<file path="config.mk">
export PLATFORM = sky130hd
export DESIGN_NAME = iru_top
export DESIGN_NICKNAME = d
export VERILOG_FILES = /design/src/iru_pkg.sv /design/src/iru_top.sv
export SDC_FILE = /design/constraint.sdc
export NUM_CORES = 1
export LEC_CHECK = 0
export BUFFER_PORTS_ARGS = -buffer_cell sky130_fd_sc_hd__buf_2
export CAP_MARGIN = 30
export CORE_MARGIN = 5
export CORE_UTILIZATION = 45
export CTS_BUF_LIST = sky130_fd_sc_hd__clkbuf_8
export DETAILED_ROUTE_END_ITERATION = 8
export PLACE_DENSITY = 0.68
export SLEW_MARGIN = 20
export SYNTH_ARGS = -nofsm -noshare
export SYNTH_HDL_FRONTEND = slang
export SYNTH_SLANG_ARGS = --single-unit
</file>
<file path="constraint.sdc">
create_clock -name clock_i -period 4.1 [get_ports clock_i]
set_clock_uncertainty 0.05 [all_clocks]
set_input_delay 0.82 -clock clock_i [delete_from_list [all_inputs] [get_ports clock_i]]
set_output_delay 0.82 -clock clock_i [all_outputs]
set_load 0.005 [all_outputs]
</file>
<file path="src/iru_pkg.sv">
// Summary of operation
// Twenty-six hardware sources, nine external and seventeen internal, plus a software interrupt.
// Watchdog and external NMI are non-maskable and ignore the master enable.
// Twenty-four maskable sources, sixteen internal and eight pins, each with an enable.
// Software interrupt carries a vector number with up to 64 values.
// Each pin has a software-chosen trigger edge and an optional sampling select.
// The selected edge on pin n raises port request n.
// Accepting a maskable request clears master enable; per-source enables stay unchanged.
// Port enable bits 0 to 7 enable pins 0 to 7; one enables, reset zero.
// Serial/ADC enable: serial0 bit0, serial1 bit1, ADC bit2, I2C slave bit6, master bit7.
// Timer/voice enable: timer0 bit0, timer1 bit1, voice0 bit4, speaker short bit5.
// UART enable register holds only the UART 0 enable at bit 0, reset zero.
// Upper timer enable register holds timer 2 enable at bit 4.
// Seven enable and eight request registers, consecutive, eight bits, read/write, reset 00H.
// Edge mode 00 off, 01 falling, 10 rising, 11 both; high bit separate.
// Sampled pins use the 16 kHz tick, which halts in stop mode.
// Request flags set regardless of enables; CPU signalled only with source and master enable.
// Acceptance clears that request flag; software writing one triggers the interrupt.
// Unused enable bits read zero and ignore writes.
package iru_pkg;

  // -----------------------------------------------------------------
  // Register indices (byte address is four times the index)
  // -----------------------------------------------------------------
  localparam logic [15:0] IRU_IDX_EN1   = 16'hF011;
  localparam logic [15:0] IRU_IDX_EN2   = 16'hF012;
  localparam logic [15:0] IRU_IDX_EN3   = 16'hF013;
  localparam logic [15:0] IRU_IDX_EN4   = 16'hF014;
  localparam logic [15:0] IRU_IDX_EN5   = 16'hF015;
  localparam logic [15:0] IRU_IDX_EN6   = 16'hF016;
  localparam logic [15:0] IRU_IDX_EN7   = 16'hF017;
  localparam logic [15:0] IRU_IDX_RQ0   = 16'hF018;
  localparam logic [15:0] IRU_IDX_RQ1   = 16'hF019;
  localparam logic [15:0] IRU_IDX_RQ2   = 16'hF01A;
  localparam logic [15:0] IRU_IDX_RQ3   = 16'hF01B;
  localparam logic [15:0] IRU_IDX_RQ4   = 16'hF01C;
  localparam logic [15:0] IRU_IDX_RQ5   = 16'hF01D;
  localparam logic [15:0] IRU_IDX_RQ6   = 16'hF01E;
  localparam logic [15:0] IRU_IDX_RQ7   = 16'hF01F;
  localparam logic [15:0] IRU_IDX_MEN   = 16'hF020;
  localparam logic [15:0] IRU_IDX_SWINT = 16'hF021;
  localparam logic [15:0] IRU_IDX_EDGL = 16'hF024;
  localparam logic [15:0] IRU_IDX_EDGH = 16'hF025;
  localparam logic [15:0] IRU_IDX_SAMP = 16'hF026;

  localparam int unsigned IRU_NUM_EN  = 7;
  localparam int unsigned IRU_NUM_REQ = 8;
  localparam logic [7:0]  IRU_RESET_VAL = 8'h00;

  // Implemented bits per enable register, then per request register
  localparam logic [6:0][7:0] IRU_EN_MASK  = {8'h09, 8'hA0, 8'h30, 8'h01, 8'h33, 8'hC7, 8'hFF};
  localparam logic [7:0][7:0] IRU_REQ_MASK = {IRU_EN_MASK, 8'h03};

  // -----------------------------------------------------------------
  // Sample tick timing
  // -----------------------------------------------------------------
  localparam int unsigned IRU_CLK_HZ        = 50_000_000;
  localparam int unsigned IRU_SAMPLE_HZ     = 16_000;
  localparam int unsigned IRU_SAMPLE_CYCLES = IRU_CLK_HZ / IRU_SAMPLE_HZ;

  // Peripheral event strobes, one cycle each
  typedef struct packed {
    logic wdt;
    logic nmi;
    logic serial0;
    logic serial1;
    logic adc;
    logic i2c_slave;
    logic i2c_master;
    logic timer0;
    logic timer1;
    logic voice0;
    logic spk_short;
    logic uart0;
    logic timer2;
    logic timer3;
    logic tb_128hz;
    logic tb_32hz;
    logic tb_16hz;
    logic tb_2hz;
  } iru_evt_s;

  typedef struct packed {
    logic [6:0][7:0] en;
    logic [7:0][7:0] req;
    logic [7:0]      edge_lo;
    logic [7:0]      edge_hi;
    logic [7:0]      samp;
    logic [7:0]      pin_prev;
    logic [7:0]      pin_smp;
    logic            men;
    logic [11:0]     div;
    logic            tick;
    logic [31:0]     prdata;
    logic            pready;
    logic            pslverr;
    logic            irq;
    logic            nmi;
    logic [5:0]      id;
    logic            sw_int;
    logic [5:0]      sw_vec;
  } iru_state_s;

endpackage

</file>
<file path="src/iru_top.sv">
// The implementer's own choice: the APB slave port.
`timescale 1ns/1ps
module iru_top (
  input  wire logic             clock_i,
  input  wire logic             reset_n_i,
  input  wire logic             psel_i,
  input  wire logic             penable_i,
  input  wire logic             pwrite_i,
  input  wire logic [31:0]      paddr_i,
  input  wire logic [31:0]      pwdata_i,
  input  wire logic [3:0]       pstrb_i,
  output logic      [31:0]      prdata_o,
  output logic                  pready_o,
  output logic                  pslverr_o,
  input  wire logic [7:0]       pins_i,
  input  wire logic             stop_mode_i,
  input  wire iru_pkg::iru_evt_s events_i,
  input  wire logic             cpu_ack_i,
  input  wire logic [5:0]       cpu_ack_id_i,
  output logic                  irq_o,
  output logic                  nmi_o,
  output logic      [5:0]       int_id_o,
  output logic                  master_int_enable_o,
  output logic                  software_interrupt_o,
  output logic      [5:0]       sw_vector_o
);
  import iru_pkg::*;

  iru_state_s s_q;
  iru_state_s s_d;

  // -----------------------------------------------------------------
  // Pin edge detection
  // -----------------------------------------------------------------
  logic [7:0] pin_lvl;
  logic [7:0] pin_evt;

  genvar gi;
  generate
    for (gi = 0; gi < 8; gi++) begin : g_pin
      // Sampled pins only see level changes at tick rate
      assign pin_lvl[gi] = s_q.samp[gi] ? s_q.pin_smp[gi] : pins_i[gi];
      assign pin_evt[gi] = (s_q.edge_hi[gi] & pin_lvl[gi] & ~s_q.pin_prev[gi]) |
                           (s_q.edge_lo[gi] & ~pin_lvl[gi] & s_q.pin_prev[gi]);
    end
  endgenerate

  // -----------------------------------------------------------------
  // Event and address decode
  // -----------------------------------------------------------------
  logic [7:0][7:0] evt;
  logic [15:0]     idx;
  logic [15:0]     en_off;
  logic [15:0]     rq_off;
  logic            addr_ok;
  logic            hit_en;
  logic            hit_rq;
  logic            hit_misc;
  logic            setup;
  logic            wr;
  logic [7:0]      wdat;

  always_comb begin
    evt[0] = {6'h00, events_i.nmi, events_i.wdt};
    evt[1] = pin_evt;
    evt[2] = {events_i.i2c_master, events_i.i2c_slave, 3'h0, events_i.adc,
              events_i.serial1, events_i.serial0};
    evt[3] = {2'h0, events_i.spk_short, events_i.voice0, 2'h0, events_i.timer1, events_i.timer0};
    evt[4] = {7'h00, events_i.uart0};
    evt[5] = {2'h0, events_i.timer3, events_i.timer2, 4'h0};
    evt[6] = {events_i.tb_32hz, 1'h0, events_i.tb_128hz, 5'h00};
    evt[7] = {4'h0, events_i.tb_2hz, 2'h0, events_i.tb_16hz};
  end

  assign idx      = paddr_i[17:2];
  assign addr_ok  = (paddr_i[31:18] == 14'h0000) && (paddr_i[1:0] == 2'h0);
  assign en_off   = idx - IRU_IDX_EN1;
  assign rq_off   = idx - IRU_IDX_RQ0;
  assign hit_en   = addr_ok && (idx >= IRU_IDX_EN1) && (idx <= IRU_IDX_EN7);
  assign hit_rq   = addr_ok && (idx >= IRU_IDX_RQ0) && (idx <= IRU_IDX_RQ7);
  assign hit_misc = addr_ok && ((idx == IRU_IDX_MEN) || (idx == IRU_IDX_SWINT) ||
                    (idx == IRU_IDX_EDGL) || (idx == IRU_IDX_EDGH) || (idx == IRU_IDX_SAMP));
  assign setup    = psel_i && !penable_i;
  // Writes land only at the completing access edge, and only with lane 0 strobed
  assign wr       = psel_i && penable_i && s_q.pready && pwrite_i && pstrb_i[0] && !s_q.pslverr;
  assign wdat     = pwdata_i[7:0];

  // -----------------------------------------------------------------
  // Next-state logic
  // -----------------------------------------------------------------
  always_comb begin
    logic [7:0] rd;
    logic [7:0] clr;
    logic       any_mask;
    rd       = 8'h00;
    clr      = 8'h00;
    any_mask = 1'b0;
    s_d      = s_q;

    // Sample tick divider; frozen in stop mode as the slow clock halts
    s_d.tick = 1'b0;
    if (!stop_mode_i) begin
      if (s_q.div == 12'(IRU_SAMPLE_CYCLES - 1)) begin
        s_d.div  = 12'h000;
        s_d.tick = 1'b1;
      end else begin
        s_d.div = s_q.div + 12'h001;
      end
    end
    for (int n = 0; n < 8; n++) begin
      if (s_q.tick) begin
        s_d.pin_smp[n] = pins_i[n];
      end
    end
    s_d.pin_prev = pin_lvl;

    // Enable registers: unused bits forced to zero
    for (int r = 0; r < IRU_NUM_EN; r++) begin
      if (wr && hit_en && (en_off == 16'(r))) begin
        s_d.en[r] = wdat & IRU_EN_MASK[r];
      end
    end

    // Request flags: hardware set wins over acceptance and software write
    for (int r = 0; r < IRU_NUM_REQ; r++) begin
      clr = 8'h00;
      if (cpu_ack_i && (cpu_ack_id_i[5:3] == 3'(r))) begin
        clr[cpu_ack_id_i[2:0]] = 1'b1;
      end
      if (wr && hit_rq && (rq_off == 16'(r))) begin
        s_d.req[r] = (wdat | evt[r]) & IRU_REQ_MASK[r];
      end else begin
        s_d.req[r] = ((s_q.req[r] & ~clr) | evt[r]) & IRU_REQ_MASK[r];
      end
    end

    // Master enable: acceptance of a maskable request beats a software set
    if (cpu_ack_i && (cpu_ack_id_i[5:3] != 3'h0)) begin
      s_d.men = 1'b0;
    end else if (wr && (idx == IRU_IDX_MEN)) begin
      s_d.men = wdat[0];
    end

    s_d.sw_int = 1'b0;
    if (wr && (idx == IRU_IDX_SWINT)) begin
      s_d.sw_int = 1'b1;
      s_d.sw_vec = wdat[5:0];
    end
    if (wr && (idx == IRU_IDX_EDGL)) begin
      s_d.edge_lo = wdat;
    end
    if (wr && (idx == IRU_IDX_EDGH)) begin
      s_d.edge_hi = wdat;
    end
    if (wr && (idx == IRU_IDX_SAMP)) begin
      s_d.samp = wdat;
    end

    // Lowest pending id wins among NMI flags and enabled maskable flags; scan high to low so the last match stays
    s_d.irq = 1'b0;
    s_d.nmi = |s_q.req[0];
    s_d.id  = 6'h00;
    for (int r = IRU_NUM_REQ - 1; r >= 0; r--) begin
      for (int b = 7; b >= 0; b--) begin
        if (r == 0) begin
          if (s_q.req[0][b]) begin
            s_d.id = 6'((r * 8) + b);
          end
        end else if (s_q.req[r][b] && s_q.en[r-1][b] && s_q.men) begin
          any_mask = 1'b1;
          if (!s_d.nmi) begin
            s_d.id = 6'((r * 8) + b);
          end
        end
      end
    end
    s_d.irq = any_mask;

    // APB: data and status are captured in setup, so the access phase has no wait
    if (hit_en) begin
      rd = s_q.en[en_off[2:0]];
    end else if (hit_rq) begin
      rd = s_q.req[rq_off[2:0]];
    end else if (idx == IRU_IDX_MEN) begin
      rd = {7'h00, s_q.men};
    end else if (idx == IRU_IDX_SWINT) begin
      rd = {2'h0, s_q.sw_vec};
    end else if (idx == IRU_IDX_EDGL) begin
      rd = s_q.edge_lo;
    end else if (idx == IRU_IDX_EDGH) begin
      rd = s_q.edge_hi;
    end else if (idx == IRU_IDX_SAMP) begin
      rd = s_q.samp;
    end
    s_d.pready  = setup;
    s_d.pslverr = setup && !(hit_en || hit_rq || hit_misc);
    if (setup) begin
      s_d.prdata = (addr_ok && !pwrite_i) ? {24'h000000, rd} : 32'h00000000;
    end
  end

  always_ff @(posedge clock_i) begin
    if (!reset_n_i) begin
      s_q <= '0;
    end else begin
      s_q <= s_d;
    end
  end

  // -----------------------------------------------------------------
  // Outputs
  // -----------------------------------------------------------------
  assign prdata_o             = s_q.prdata;
  assign pready_o             = s_q.pready;
  assign pslverr_o            = s_q.pslverr;
  assign irq_o                = s_q.irq;
  assign nmi_o                = s_q.nmi;
  assign int_id_o             = s_q.id;
  assign master_int_enable_o  = s_q.men;
  assign software_interrupt_o = s_q.sw_int;
  assign sw_vector_o          = s_q.sw_vec;

  // -----------------------------------------------------------------
  // Checks
  // -----------------------------------------------------------------
  logic [63:0] req_flat;
  logic [63:0] evt_flat;
  logic [7:0]  mask_pend;
  assign req_flat = s_q.req;
  assign evt_flat = evt;
  always_comb begin
    mask_pend = 8'h00;
    for (int r = 1; r < IRU_NUM_REQ; r++) begin
      mask_pend[r] = |(s_q.req[r] & s_q.en[r-1]);
    end
  end

  mask_gate_a: assert property (@(posedge clock_i) disable iff (!reset_n_i)
    irq_o == $past(s_q.men && (|mask_pend), 1)) else $error("irq not gated by enables");

  nmi_free_a: assert property (@(posedge clock_i) disable iff (!reset_n_i)
    (|s_q.req[0]) && !s_q.men |=> nmi_o) else $error("nmi blocked by master enable");

  ack_mie_a: assert property (@(posedge clock_i) disable iff (!reset_n_i)
    cpu_ack_i && (cpu_ack_id_i[5:3] != 3'h0) |=> !master_int_enable_o) else $error("master enable kept");

  ack_keeps_en_a: assert property (@(posedge clock_i) disable iff (!reset_n_i)
    cpu_ack_i && !wr |=> $stable(s_q.en)) else $error("enable changed on accept");

  pin_edge_a: assert property (@(posedge clock_i) disable iff (!reset_n_i)
    (pin_evt != 8'h00) |=> ((s_q.req[1] & $past(pin_evt)) == $past(pin_evt))) else $error("pin edge lost");

  ack_clear_a: assert property (@(posedge clock_i) disable iff (!reset_n_i)
    cpu_ack_i && !wr |=> req_flat[$past(cpu_ack_id_i)] == $past(evt_flat[cpu_ack_id_i]))
    else $error("accepted flag not cleared");

  unused_bits_a: assert property (@(posedge clock_i) disable iff (!reset_n_i)
    (s_q.en[1] & ~IRU_EN_MASK[1]) == 8'h00 && (s_q.en[3] & ~IRU_EN_MASK[3]) == 8'h00)
    else $error("unused enable bit set");

  stop_tick_a: assert property (@(posedge clock_i) disable iff (!reset_n_i)
    stop_mode_i ##1 stop_mode_i ##1 stop_mode_i |-> !s_q.tick && $stable(s_q.pin_smp))
    else $error("sampling in stop");

  swi_pulse_a: assert property (@(posedge clock_i) disable iff (!reset_n_i)
    software_interrupt_o |-> $past(wr) && !$past(software_interrupt_o) ##1 !software_interrupt_o)
    else $error("software interrupt not a single pulse");

  apb_ready_a: assert property (@(posedge clock_i) disable iff (!reset_n_i)
    setup |=> pready_o) else $error("no ready after setup");

endmodule

</file>
==> impl_metrics.tcl, run 1 <==
set metrics [dict create \
    p_per_area_nw_per_um2 308 \
    holdWs_ps 406 \
    ctsResizeCount 0 \
    layout_min_cycle_time_ps 3150 \
    p_leak_uw 0.00343 \
    setup_violations 0 \
    antenna_found_initial 1 \
    post-cts-setup-buffers 0 \
    synth.area.top_cells "dfxtp_1 (34%), mux2i_1 (8.9%), nand2_1 (5.2%)" \
    layout-drive-gt1-share_pct 17.0 \
    clk_pin_slew_ps 70 \
    worst_ep_arrival_time_ps 3430 \
    core_area_um2 16700 \
    cts.sinks 129 \
    cp-start-kind "input port" \
    clock_latency_ps 460 \
    rsz0062_at_grt "false" \
    register_area_um2 2580 \
    cp_data_required_time_ps 4370 \
    slew_headroom_pct 46.3 \
    track_usage_pct 23.7 \
    finalWorstSetupSlack_ps 947 \
    async_reset_ff_share_pct 0 \
    synth_top_area_cell "dfxtp_1" \
    num-fill-cells 1688 \
    root_buffer "clkbuf_8" \
    finalHoldViolations 0 \
    yosysSeqAreaShare_pct 33.6 \
    syn_avg_cell_area_um2 8.11 \
    cpPeakStageDelay_ps 690 \
    ff2ff_path_depth 6 \
    htree_num_levels 4 \
    slowest_stage "or4b_2" \
    finalCritPeriodShare_pct 76.9 \
    power_frac_comb_pct 10.5 \
    internal-power_uw 1910 \
    die_h_um 141 \
    grt_pass1_wl_mm 37.0 \
    fin_cells 1243 \
    p_sw_share_pct 27.3 \
    power_switching_uw 715 \
    diodes 0 \
    netlist.area_leader.share_pct 33.6 \
    wl_mm 24.1 \
    ys_warn_count 0 \
    worst_pin_slew_ps 805 \
    chipWidth_um 141 \
    finish.utilization_pct 51.0 \
    status "finished, final reports clean" \
    cts_hold_buf 0 \
    via_count 7345 \
    synthCells 948 \
    drv_slew 0 \
    gp_congestion 0.948 \
    clockBufferDepth 2 \
    cts_buffers 17 \
    drt-wirelength-per-cell_um 19.4 \
    fmax_mhz 317 \
    die-area_um2 19800 \
    synth-edff-count 0 \
    synth.ff_latch_count 129 \
    globalRouteOverflowTotal 0 \
    place_ws_ps 528 \
    crit_fanout 7 \
    cp_cell_sequence "buf_2 > inv_1 > ha_1 > or3b_4 > or4b_2 > o22ai_4 > o211ai_2 > o31ai_1 > a21oi_1" \
    route.detailed.drc 0 \
    io_buffers 105 \
    hold_path_class "reg2reg" \
    grt_max_degree 63 \
    syn_area_um2 7690 \
    synth_cell_types 78 \
    end_kind "register" \
    peakVddDrop_uv 278 \
    syn_to_final_growth_pct 10.7 \
    post-place-cells 1213 \
    p_seq_share_pct 49.5 \
    dp_hpwl_mm 17.9 \
    initial_core_util_pct 46.0 \
    whs_path_depth 2 \
    postRouteAntennaNets 0 \
    tns_ps 0 \
    cts_tree "done" \
    drt-initial-drc-count 826 \
    final_net_count 1128 \
    multi_input_area_um2 4530 \
    clkPwrFrac_pct 40.0 \
    first_pass_iters 7 \
    maxCapViolCount 0 \
    fp-row-count 47 \
    ios 157 \
    grt_pass1_vias 6709 \
    synthFlopType "dfxtp_1" \
    worstSetupPathType "in2reg" \
    vias_per_cell 5.91 \
]
-- sequential cells by signal (all words and copies together), names as in the netlist, 6 cells and up --
| name | flops |
|---|---|
| prdata_o | 8 |
| s_q | 77 |
| int_id_o | 6 |
| sw_vector_o | 6 |
| req_flat | 26 |
-- worst max-delay path: cells and delay by family --
| family | cells | cell delay (ps) |
|---|---|---|
| AND/OR/NAND/NOR | 2 | 1130 |
| AO/OA/AOI/OAI | 4 | 920 |
| buffers and inverters | 2 | 290 |
| adder cells (fa/ha/maj) | 1 | 260 |
-- per-layer routing --
layer | up-vias | wire, um | track usage (%)
li1 | 3506 | - | -
met1 | 3476 | 10600 | 31.6
met2 | 303 | 11000 | 37.4
met3 | 58 | 1770 | 5.93
met4 | 2 | 667 | 8.67
met5 | - | 13 | 0
-- placed cells by master, fill, tap and decap left out, types with 19 or more instances in the layout --
master / count
nor2_1: 75
nand3_1: 30
buf_2: 106
nand4_1: 19
dfxtp_1: 129
conb_1: 24
a31oi_1: 23
inv_1: 29
mux2i_1: 68
a21oi_1: 73
nand2_1: 106
o21ai_0: 40
-- cell type report --
class / count / share of cell area [%]
clock buffer: 18 / 2.91
timing repair buffer: 122 / 7.64
tap: 220 / 3.23
sequential: 129 / 30.3
inverter: 28 / 1.23
clock inverter: 12 / 1.43
multi-input combinational: 714 / 53.2
-- synth_stat cells, types with 11 or more instances --
master	count
dfxtp_1	129
a31oi_1	23
and3_1	15
o21ai_0	40
buf_4	44
nand3_1	30
nor4_1	11
mux2i_1	68
a22oi_1	14
nor2b_1	11
o21a_1	12
nand2_1	106
and2_1	13
nand4_1	19
a22o_1	11
inv_1	27
a21oi_1	73
clkbuf_1	46
nor2_1	75
nor3_1	18
nor3b_1	14
-- worst paths after layout --
path                                  start           to  slack [ps]
worst min-delay path            prdata_o[6]  prdata_o[6]         410
worst min register to register  prdata_o[6]  prdata_o[6]         410
worst max-delay path             paddr_i[2]     s_q[218]         950
worst max register to register     pready_o     s_q[218]        1800
-- power by group through the flow --
stage / logic (uW) / clock network, uW / registers (uW)
2_1_floorplan: 180 / 0 / 1320
3_3_place_gp: 266 / 0 / 1330
3_5_place_dp: 269 / 0 / 1330
4_1_cts: 271 / 1070 / 1300
5_1_grt: 297 / 1130 / 1300
6_report: 275 / 1050 / 1300
-- through the flow --
step           instance area [um^2]  power [uW]
2_1_floorplan                  7770        1500
3_3_place_gp                   8140        1590
3_5_place_dp                   8140        1600
4_1_cts                        8510        2630
5_1_grt                        8510        2730
6_report                       8510        2620
-- cell families after synthesis --
group / after synthesis / share of synthesized area [%]
muxes: 69 / 9.15
buffers and inverters: 128 / 8.63
DFF: 129 / 33.6
adders and majority gates: 9 / 1.46
and+or+nand+nor: 355 / 24.0
other: 1 / 0.0488
AOI/OAI and AO/OA: 243 / 21.5
xor gates and xnor gates: 14 / 1.60
Note: power is estimated with default switching activity, not from simulation.
==> run 2: changes to the inputs <==
--- a/config.mk
+++ b/config.mk
@@ -5,13 +5,14 @@
 export SDC_FILE = /design/constraint.sdc
 export NUM_CORES = 1
 export LEC_CHECK = 0
+export ABC_AREA = 1
 export BUFFER_PORTS_ARGS = -buffer_cell sky130_fd_sc_hd__buf_2
 export CAP_MARGIN = 30
 export CORE_MARGIN = 5
 export CORE_UTILIZATION = 45
 export CTS_BUF_LIST = sky130_fd_sc_hd__clkbuf_8
 export DETAILED_ROUTE_END_ITERATION = 8
-export PLACE_DENSITY = 0.68
+export PLACE_DENSITY = 0.7
 export SLEW_MARGIN = 20
 export SYNTH_ARGS = -nofsm -noshare
 export SYNTH_HDL_FRONTEND = slang
==> constraint.sdc (replaced) <==
create_clock -name clock_i -period 2.75 [get_ports clock_i]
set_clock_uncertainty 0.05 [all_clocks]
set_input_delay 0.55 -clock clock_i [delete_from_list [all_inputs] [get_ports clock_i]]
set_output_delay 0.55 -clock clock_i [all_outputs]
set_load 0.005 [all_outputs]
==> impl_metrics.tcl, run 2 <==
set metrics [dict create \
    grt_pass1_vias 7872 \
    clockBufferDepth 2 \
    synth.area.top_cells "dfxtp_1 (32%), inv_1 (9.3%), nand2_1 (9.1%)" \
    wl_mm 26.0 \
    grt_pass1_wl_mm 40.8 \
    p_per_area_nw_per_um2 436 \
    cp-start-kind "input port" \
    ys_warn_count 0 \
    syn_to_final_growth_pct 14.1 \
    peakVddDrop_uv 412 \
    setup_violations 0 \
    core_area_um2 18000 \
    grt_max_degree 53 \
    cts.sinks 129 \
    slew_headroom_pct 51.4 \
    rsz0062_at_grt "false" \
    crit_fanout 10 \
    track_usage_pct 24.1 \
    worst_pin_slew_ps 723 \
    syn_area_um2 8200 \
    syn_avg_cell_area_um2 6.60 \
    post-cts-setup-buffers 0 \
    status "finished, final reports clean" \
    place_ws_ps -3.15 \
    fmax_mhz 431 \
    final_net_count 1471 \
    postRouteAntennaNets 0 \
    first_pass_iters 7 \
    clock_latency_ps 470 \
    synthFlopType "dfxtp_1" \
    synthTopCellsByCount "inv_1 (204), nand2_1 (199), dfxtp_1 (129)" \
    register_area_um2 2580 \
    globalRouteOverflowTotal 0 \
    num-fill-cells 1797 \
    via_count 8465 \
    cts_hold_buf 0 \
    synth_top_area_cell "dfxtp_1" \
    maxCapViolCount 0 \
    worst_ep_arrival_time_ps 2650 \
    dp_hpwl_mm 20.1 \
    top_register "s_q" \
    gp_congestion 0.963 \
    route.detailed.drc 0 \
    multi_input_area_um2 4380 \
    largest_reg_flops 77 \
    antenna_found_initial 1 \
    layout_common_cells "inv_1 (206), nand2_1 (199), dfxtp_1 (129)" \
    worstSetupPathType "in2reg" \
    synth-edff-count 0 \
    finalCritPeriodShare_pct 84.4 \
    io_buffers 105 \
    cts_tree "done" \
    htree_num_levels 4 \
    layout_min_cycle_time_ps 2320 \
    cp_data_required_time_ps 3070 \
    layout-drive-gt1-share_pct 18.3 \
    chipWidth_um 145 \
    yosysSeqAreaShare_pct 31.5 \
    drt-wirelength-per-cell_um 16.3 \
    vias_per_cell 5.30 \
    async_reset_ff_share_pct 0 \
    finish.utilization_pct 52.1 \
    mostFrequentLayoutCell "inv_1" \
    finalHoldViolations 0 \
    root_buffer "clkbuf_8" \
    synth.ff_latch_count 129 \
    p_leak_uw 0.00428 \
    diodes 0 \
    finalWorstSetupSlack_ps 429 \
    drt-initial-drc-count 761 \
    end_kind "register" \
    netlist.area_leader.share_pct 31.5 \
    clk_pin_slew_ps 80 \
    fp-row-count 49 \
    die_h_um 145 \
    initial_core_util_pct 45.6 \
    yosysMostFrequentCell "inv_1" \
    synth_cell_types 60 \
    drv_slew 0 \
    hold_path_class "in2reg" \
    ios 157 \
    ctsResizeCount 0 \
    cts_buffers 17 \
    die-area_um2 21000 \
    synthCells 1243 \
]
run 2: logic make-up (layout without fill, tap and decap cells):
kind of cell	after synthesis	count (layout)	synth area share (%)
buffers and inverters	298	399	16.1
adder cells (fa/ha/maj)	9	9	1.37
other	1	24	0.0457
flip-flops	129	129	31.5
XOR/XNOR	7	7	0.748
AND/OR/NAND/NOR	501	501	29.2
AO/OA/AOI/OAI	298	298	21.1
run 2: worst paths after layout:
check / start / end / slack [ps] / cells past startpoint
setup / recovery: paddr_i[5] / req_flat[22] / 430 / 15
hold / removal: pins_i[2] / s_q[65] / 270 / 3
setup reg to reg: pready_o / req_flat[22] / 570 / 13
hold reg to reg: prdata_o[4] / prdata_o[4] / 410 / 2
run 2: through the flow:
stage / area [um^2] / TNS (ps) / total power, uW / instances / hold WS [ps]
after floorplan: 8290 / 0 / 2260 / 1266 / 387
after global placement: 8960 / 0 / 2440 / 1565 / 400
after detailed placement: 8960 / -3.15 / 2440 / 1565 / 403
after CTS: 9360 / 0 / 4100 / 1596 / 256
after global routing: 9360 / 0 / 4250 / 1596 / 271
final: 9360 / 0 / 4080 / 1596 / 269
run 2: power breakdown:
| group | internal [uW] | leakage, uW | total [uW] | switching [uW] |
|---|---|---|---|---|
| Clock | 891 | 0.000207 | 1670 | 782 |
| Sequential | 1900 | 0.00105 | 1920 | 24.2 |
| Combinational | 162 | 0.00302 | 486 | 324 |
| Total | 2950 | 0.00428 | 4080 | 1130 |
run 2: area by class of cell:
| cell class | instances | area share, % |
|---|---|---|
| clock buffer | 21 | 3.09 |
| inverter | 223 | 8.99 |
| multi-input combinational | 839 | 46.9 |
| sequential | 129 | 27.6 |
| timing repair buffer | 145 | 9.23 |
| clock inverter | 10 | 1.18 |
| tap | 229 | 3.06 |
run 2: layer usage:
layer	GRT usage (%)	vias up	share of wire [%]	routed length (um)
met5	0	-	0.027	7
met4	10.3	2	3.5	903
met3	4.99	57	7.7	2010
met2	38.4	314	45	11800
met1	31.6	3836	43	11300
li1	-	4256	-	-
run 2: critical path: stages:
cell     delay, ps
buf_2          130
ha_1           330
inv_1          100
nor3_1         140
nand4_1        130
o21ai_2        180
nand3_2        110
inv_2           80
nand2_2         80
nor2_8         190
nand3_2        220
a21oi_1        200
o21ai_0        110
nand2_1         70
inv_1           30
==> run 3: changes to the inputs <==
==> constraint.sdc (replaced) <==
create_clock -name clock_i -period 2.1 [get_ports clock_i]
set_clock_uncertainty 0.05 [all_clocks]
set_input_delay 0.42 -clock clock_i [delete_from_list [all_inputs] [get_ports clock_i]]
set_output_delay 0.42 -clock clock_i [all_outputs]
set_load 0.005 [all_outputs]
==> impl_metrics.tcl, run 3 (same netlist as run 2, synthesis figures left out) <==
set metrics [dict create \
    first_pass_iters 6 \
    clockBufferDepth 2 \
    postRouteAntennaNets 0 \
    worst_ep_arrival_time_ps 2470 \
    finalCritPeriodShare_pct 103 \
    antenna_found_initial 0 \
    diodes 0 \
    layout-drive-gt1-share_pct 27.9 \
    layout_min_cycle_time_ps 2160 \
    end_kind "register" \
    maxCapViolCount 0 \
    clock_latency_ps 460 \
    htree_num_levels 4 \
    gp_congestion 0.968 \
    drt-initial-drc-count 915 \
    setup_violations 25 \
    r2r-start "pready_o" \
    via_count 9135 \
    slew_headroom_pct 60.1 \
    hp-start "pins_i[7]" \
    rsz0062_at_grt "true" \
    status "finished with violations" \
    crit_fanout 8 \
    grt_pass1_vias 8369 \
    cp_top_family "simple AND/OR/NAND/NOR gates" \
    cp_data_required_time_ps 2410 \
    root_buffer "clkbuf_8" \
    chipWidth_um 145 \
    p_per_area_nw_per_um2 511 \
    ff2ff_path_depth 13 \
    crit_path_frequent_cell "nand3_4" \
    ios 157 \
    whs_path_depth 3 \
    violations "setup timing" \
    finalWorstSetupSlack_ps -62.0 \
    dp_hpwl_mm 21.4 \
    globalRouteOverflowTotal 0 \
    peakVddDrop_uv 502 \
    cts_hold_buf 0 \
    total_power_uw 5450 \
    track_usage_pct 25.1 \
    drt-wirelength-per-cell_um 16.5 \
    syn_to_final_growth_pct 30.1 \
    slowest_stage "dfxtp_2" \
    die-area_um2 21000 \
    clk_pin_slew_ps 90 \
    hold_path_class "in2reg" \
    p_leak_uw 0.00488 \
    grt_pass1_wl_mm 42.8 \
    r2r-end "req_flat[11]" \
    core_area_um2 18000 \
    initial_core_util_pct 45.6 \
    grt_use_met3_pct 4.43 \
    fin_area_um2 10700 \
    met1_usage_pct 33.5 \
    fmax_mhz 463 \
    cts.sinks 129 \
    post_dp_cell_area_um2 9760 \
    cts_tree "done" \
    layout_common_cells "inv_1 (200), nand2_1 (192), buf_4 (145)" \
    die_h_um 145 \
    use_met2_pct 41.1 \
    r2r_setup_slack_ps -60 \
    drv_slew 0 \
    vias_per_cell 5.33 \
    worst_pin_slew_ps 594 \
    grt_max_degree 50 \
    cp_num_buf_inv 2 \
    route.detailed.drc 0 \
    largest_reg_flops 77 \
    cp_cell_sequence "nand2_2 > nor3_2 > nand3_2 > inv_2 > nand4_1 > nor3_4 > nand3_4 > nor2_4 > nand3_4 > a21oi_2 > o21ai_1 > nand2_1 > inv_1" \
    cts_buffers 17 \
    finalHoldViolations 0 \
    tns_ps -930 \
    top_usage_layer "met2" \
    io_buffers 105 \
    cp-start-kind "register" \
    hold_end "s_q[70]" \
    top_register "s_q" \
    worstSetupPathType "reg2reg" \
    mostFrequentLayoutCell "inv_1" \
    cpPeakStageDelay_ps 340 \
    fp-row-count 49 \
    holdWs_ps 155 \
    wl_mm 28.3 \
    final_net_count 1588 \
]
run 3: cell count changes in the layout (fill, tap and decap cells not counted), moves of 9 or more:
cell and delta:
buf_6 +11, o21ai_1 +9, buf_4 +108, o21ai_0 -11
run 3: routing by layer:
| layer | vias to the layer above | part of all wire, % | routed length (um) |
|---|---|---|---|
| met2 | 430 | 47 | 13400 |
| li1 | 4493 | - | - |
| met3 | 60 | 9.2 | 2620 |
| met4 | 0 | 2.6 | 723 |
| met5 | - | 0 | 0 |
| met1 | 4152 | 41 | 11600 |
run 3: worst min-delay path, cell delays in order:
cell and delay [ps]:
buf_2 90, nor2_1 40, nor2_1 90
run 3: worst max-delay path by stage:
| stage | start | to | slack [ps] | depth (start not counted) |
|---|---|---|---|---|
| 4_1_cts | pready_o | req_flat[11] | -6 | 13 |
| 6_report | pready_o | req_flat[11] | -60 | 13 |
| 3_3_place_gp | paddr_i[2] | prdata_o[2] | -490 | 11 |
| 2_1_floorplan | paddr_i[2] | s_q[172] | -130 | 15 |
| 3_5_place_dp | paddr_i[2] | prdata_o[2] | -470 | 11 |
| 5_1_grt | pready_o | req_flat[9] | -240 | 13 |
run 3: cell type report:
type	count	area [um^2]
clock buffer	21	289
clock inverter	11	105
fill	1712	7290
inverter	223	872
multi-input combinational	843	4780
sequential	129	2580
tap	229	287
timing repair buffer	258	1750
run 3: report_power, final:
part | internal (uW) | switching (uW) | total, uW | leakage [uW]
Sequential | 2490 | 33.5 | 2520 | 0.00105
Clock | 1070 | 1050 | 2120 | 0.000202
Combinational | 315 | 491 | 806 | 0.00363
run 3: metrics by stage:
step	utilization, %	setup WS, ps	std cells
global placement	54.3	-489	1654
global route	59.4	-241	1714
detailed placement	54.3	-467	1654
finish	59.4	-62.0	1714
CTS	56.9	-6.17	1691
floorplan	-	-129	1266
run 3: repair_timing:
item                       CTS  global route
buffers inserted             3            21
cloned                       2             2
setup endpoints to repair   11            56
pin swaps                    1            27
gates resized for setup      6            80
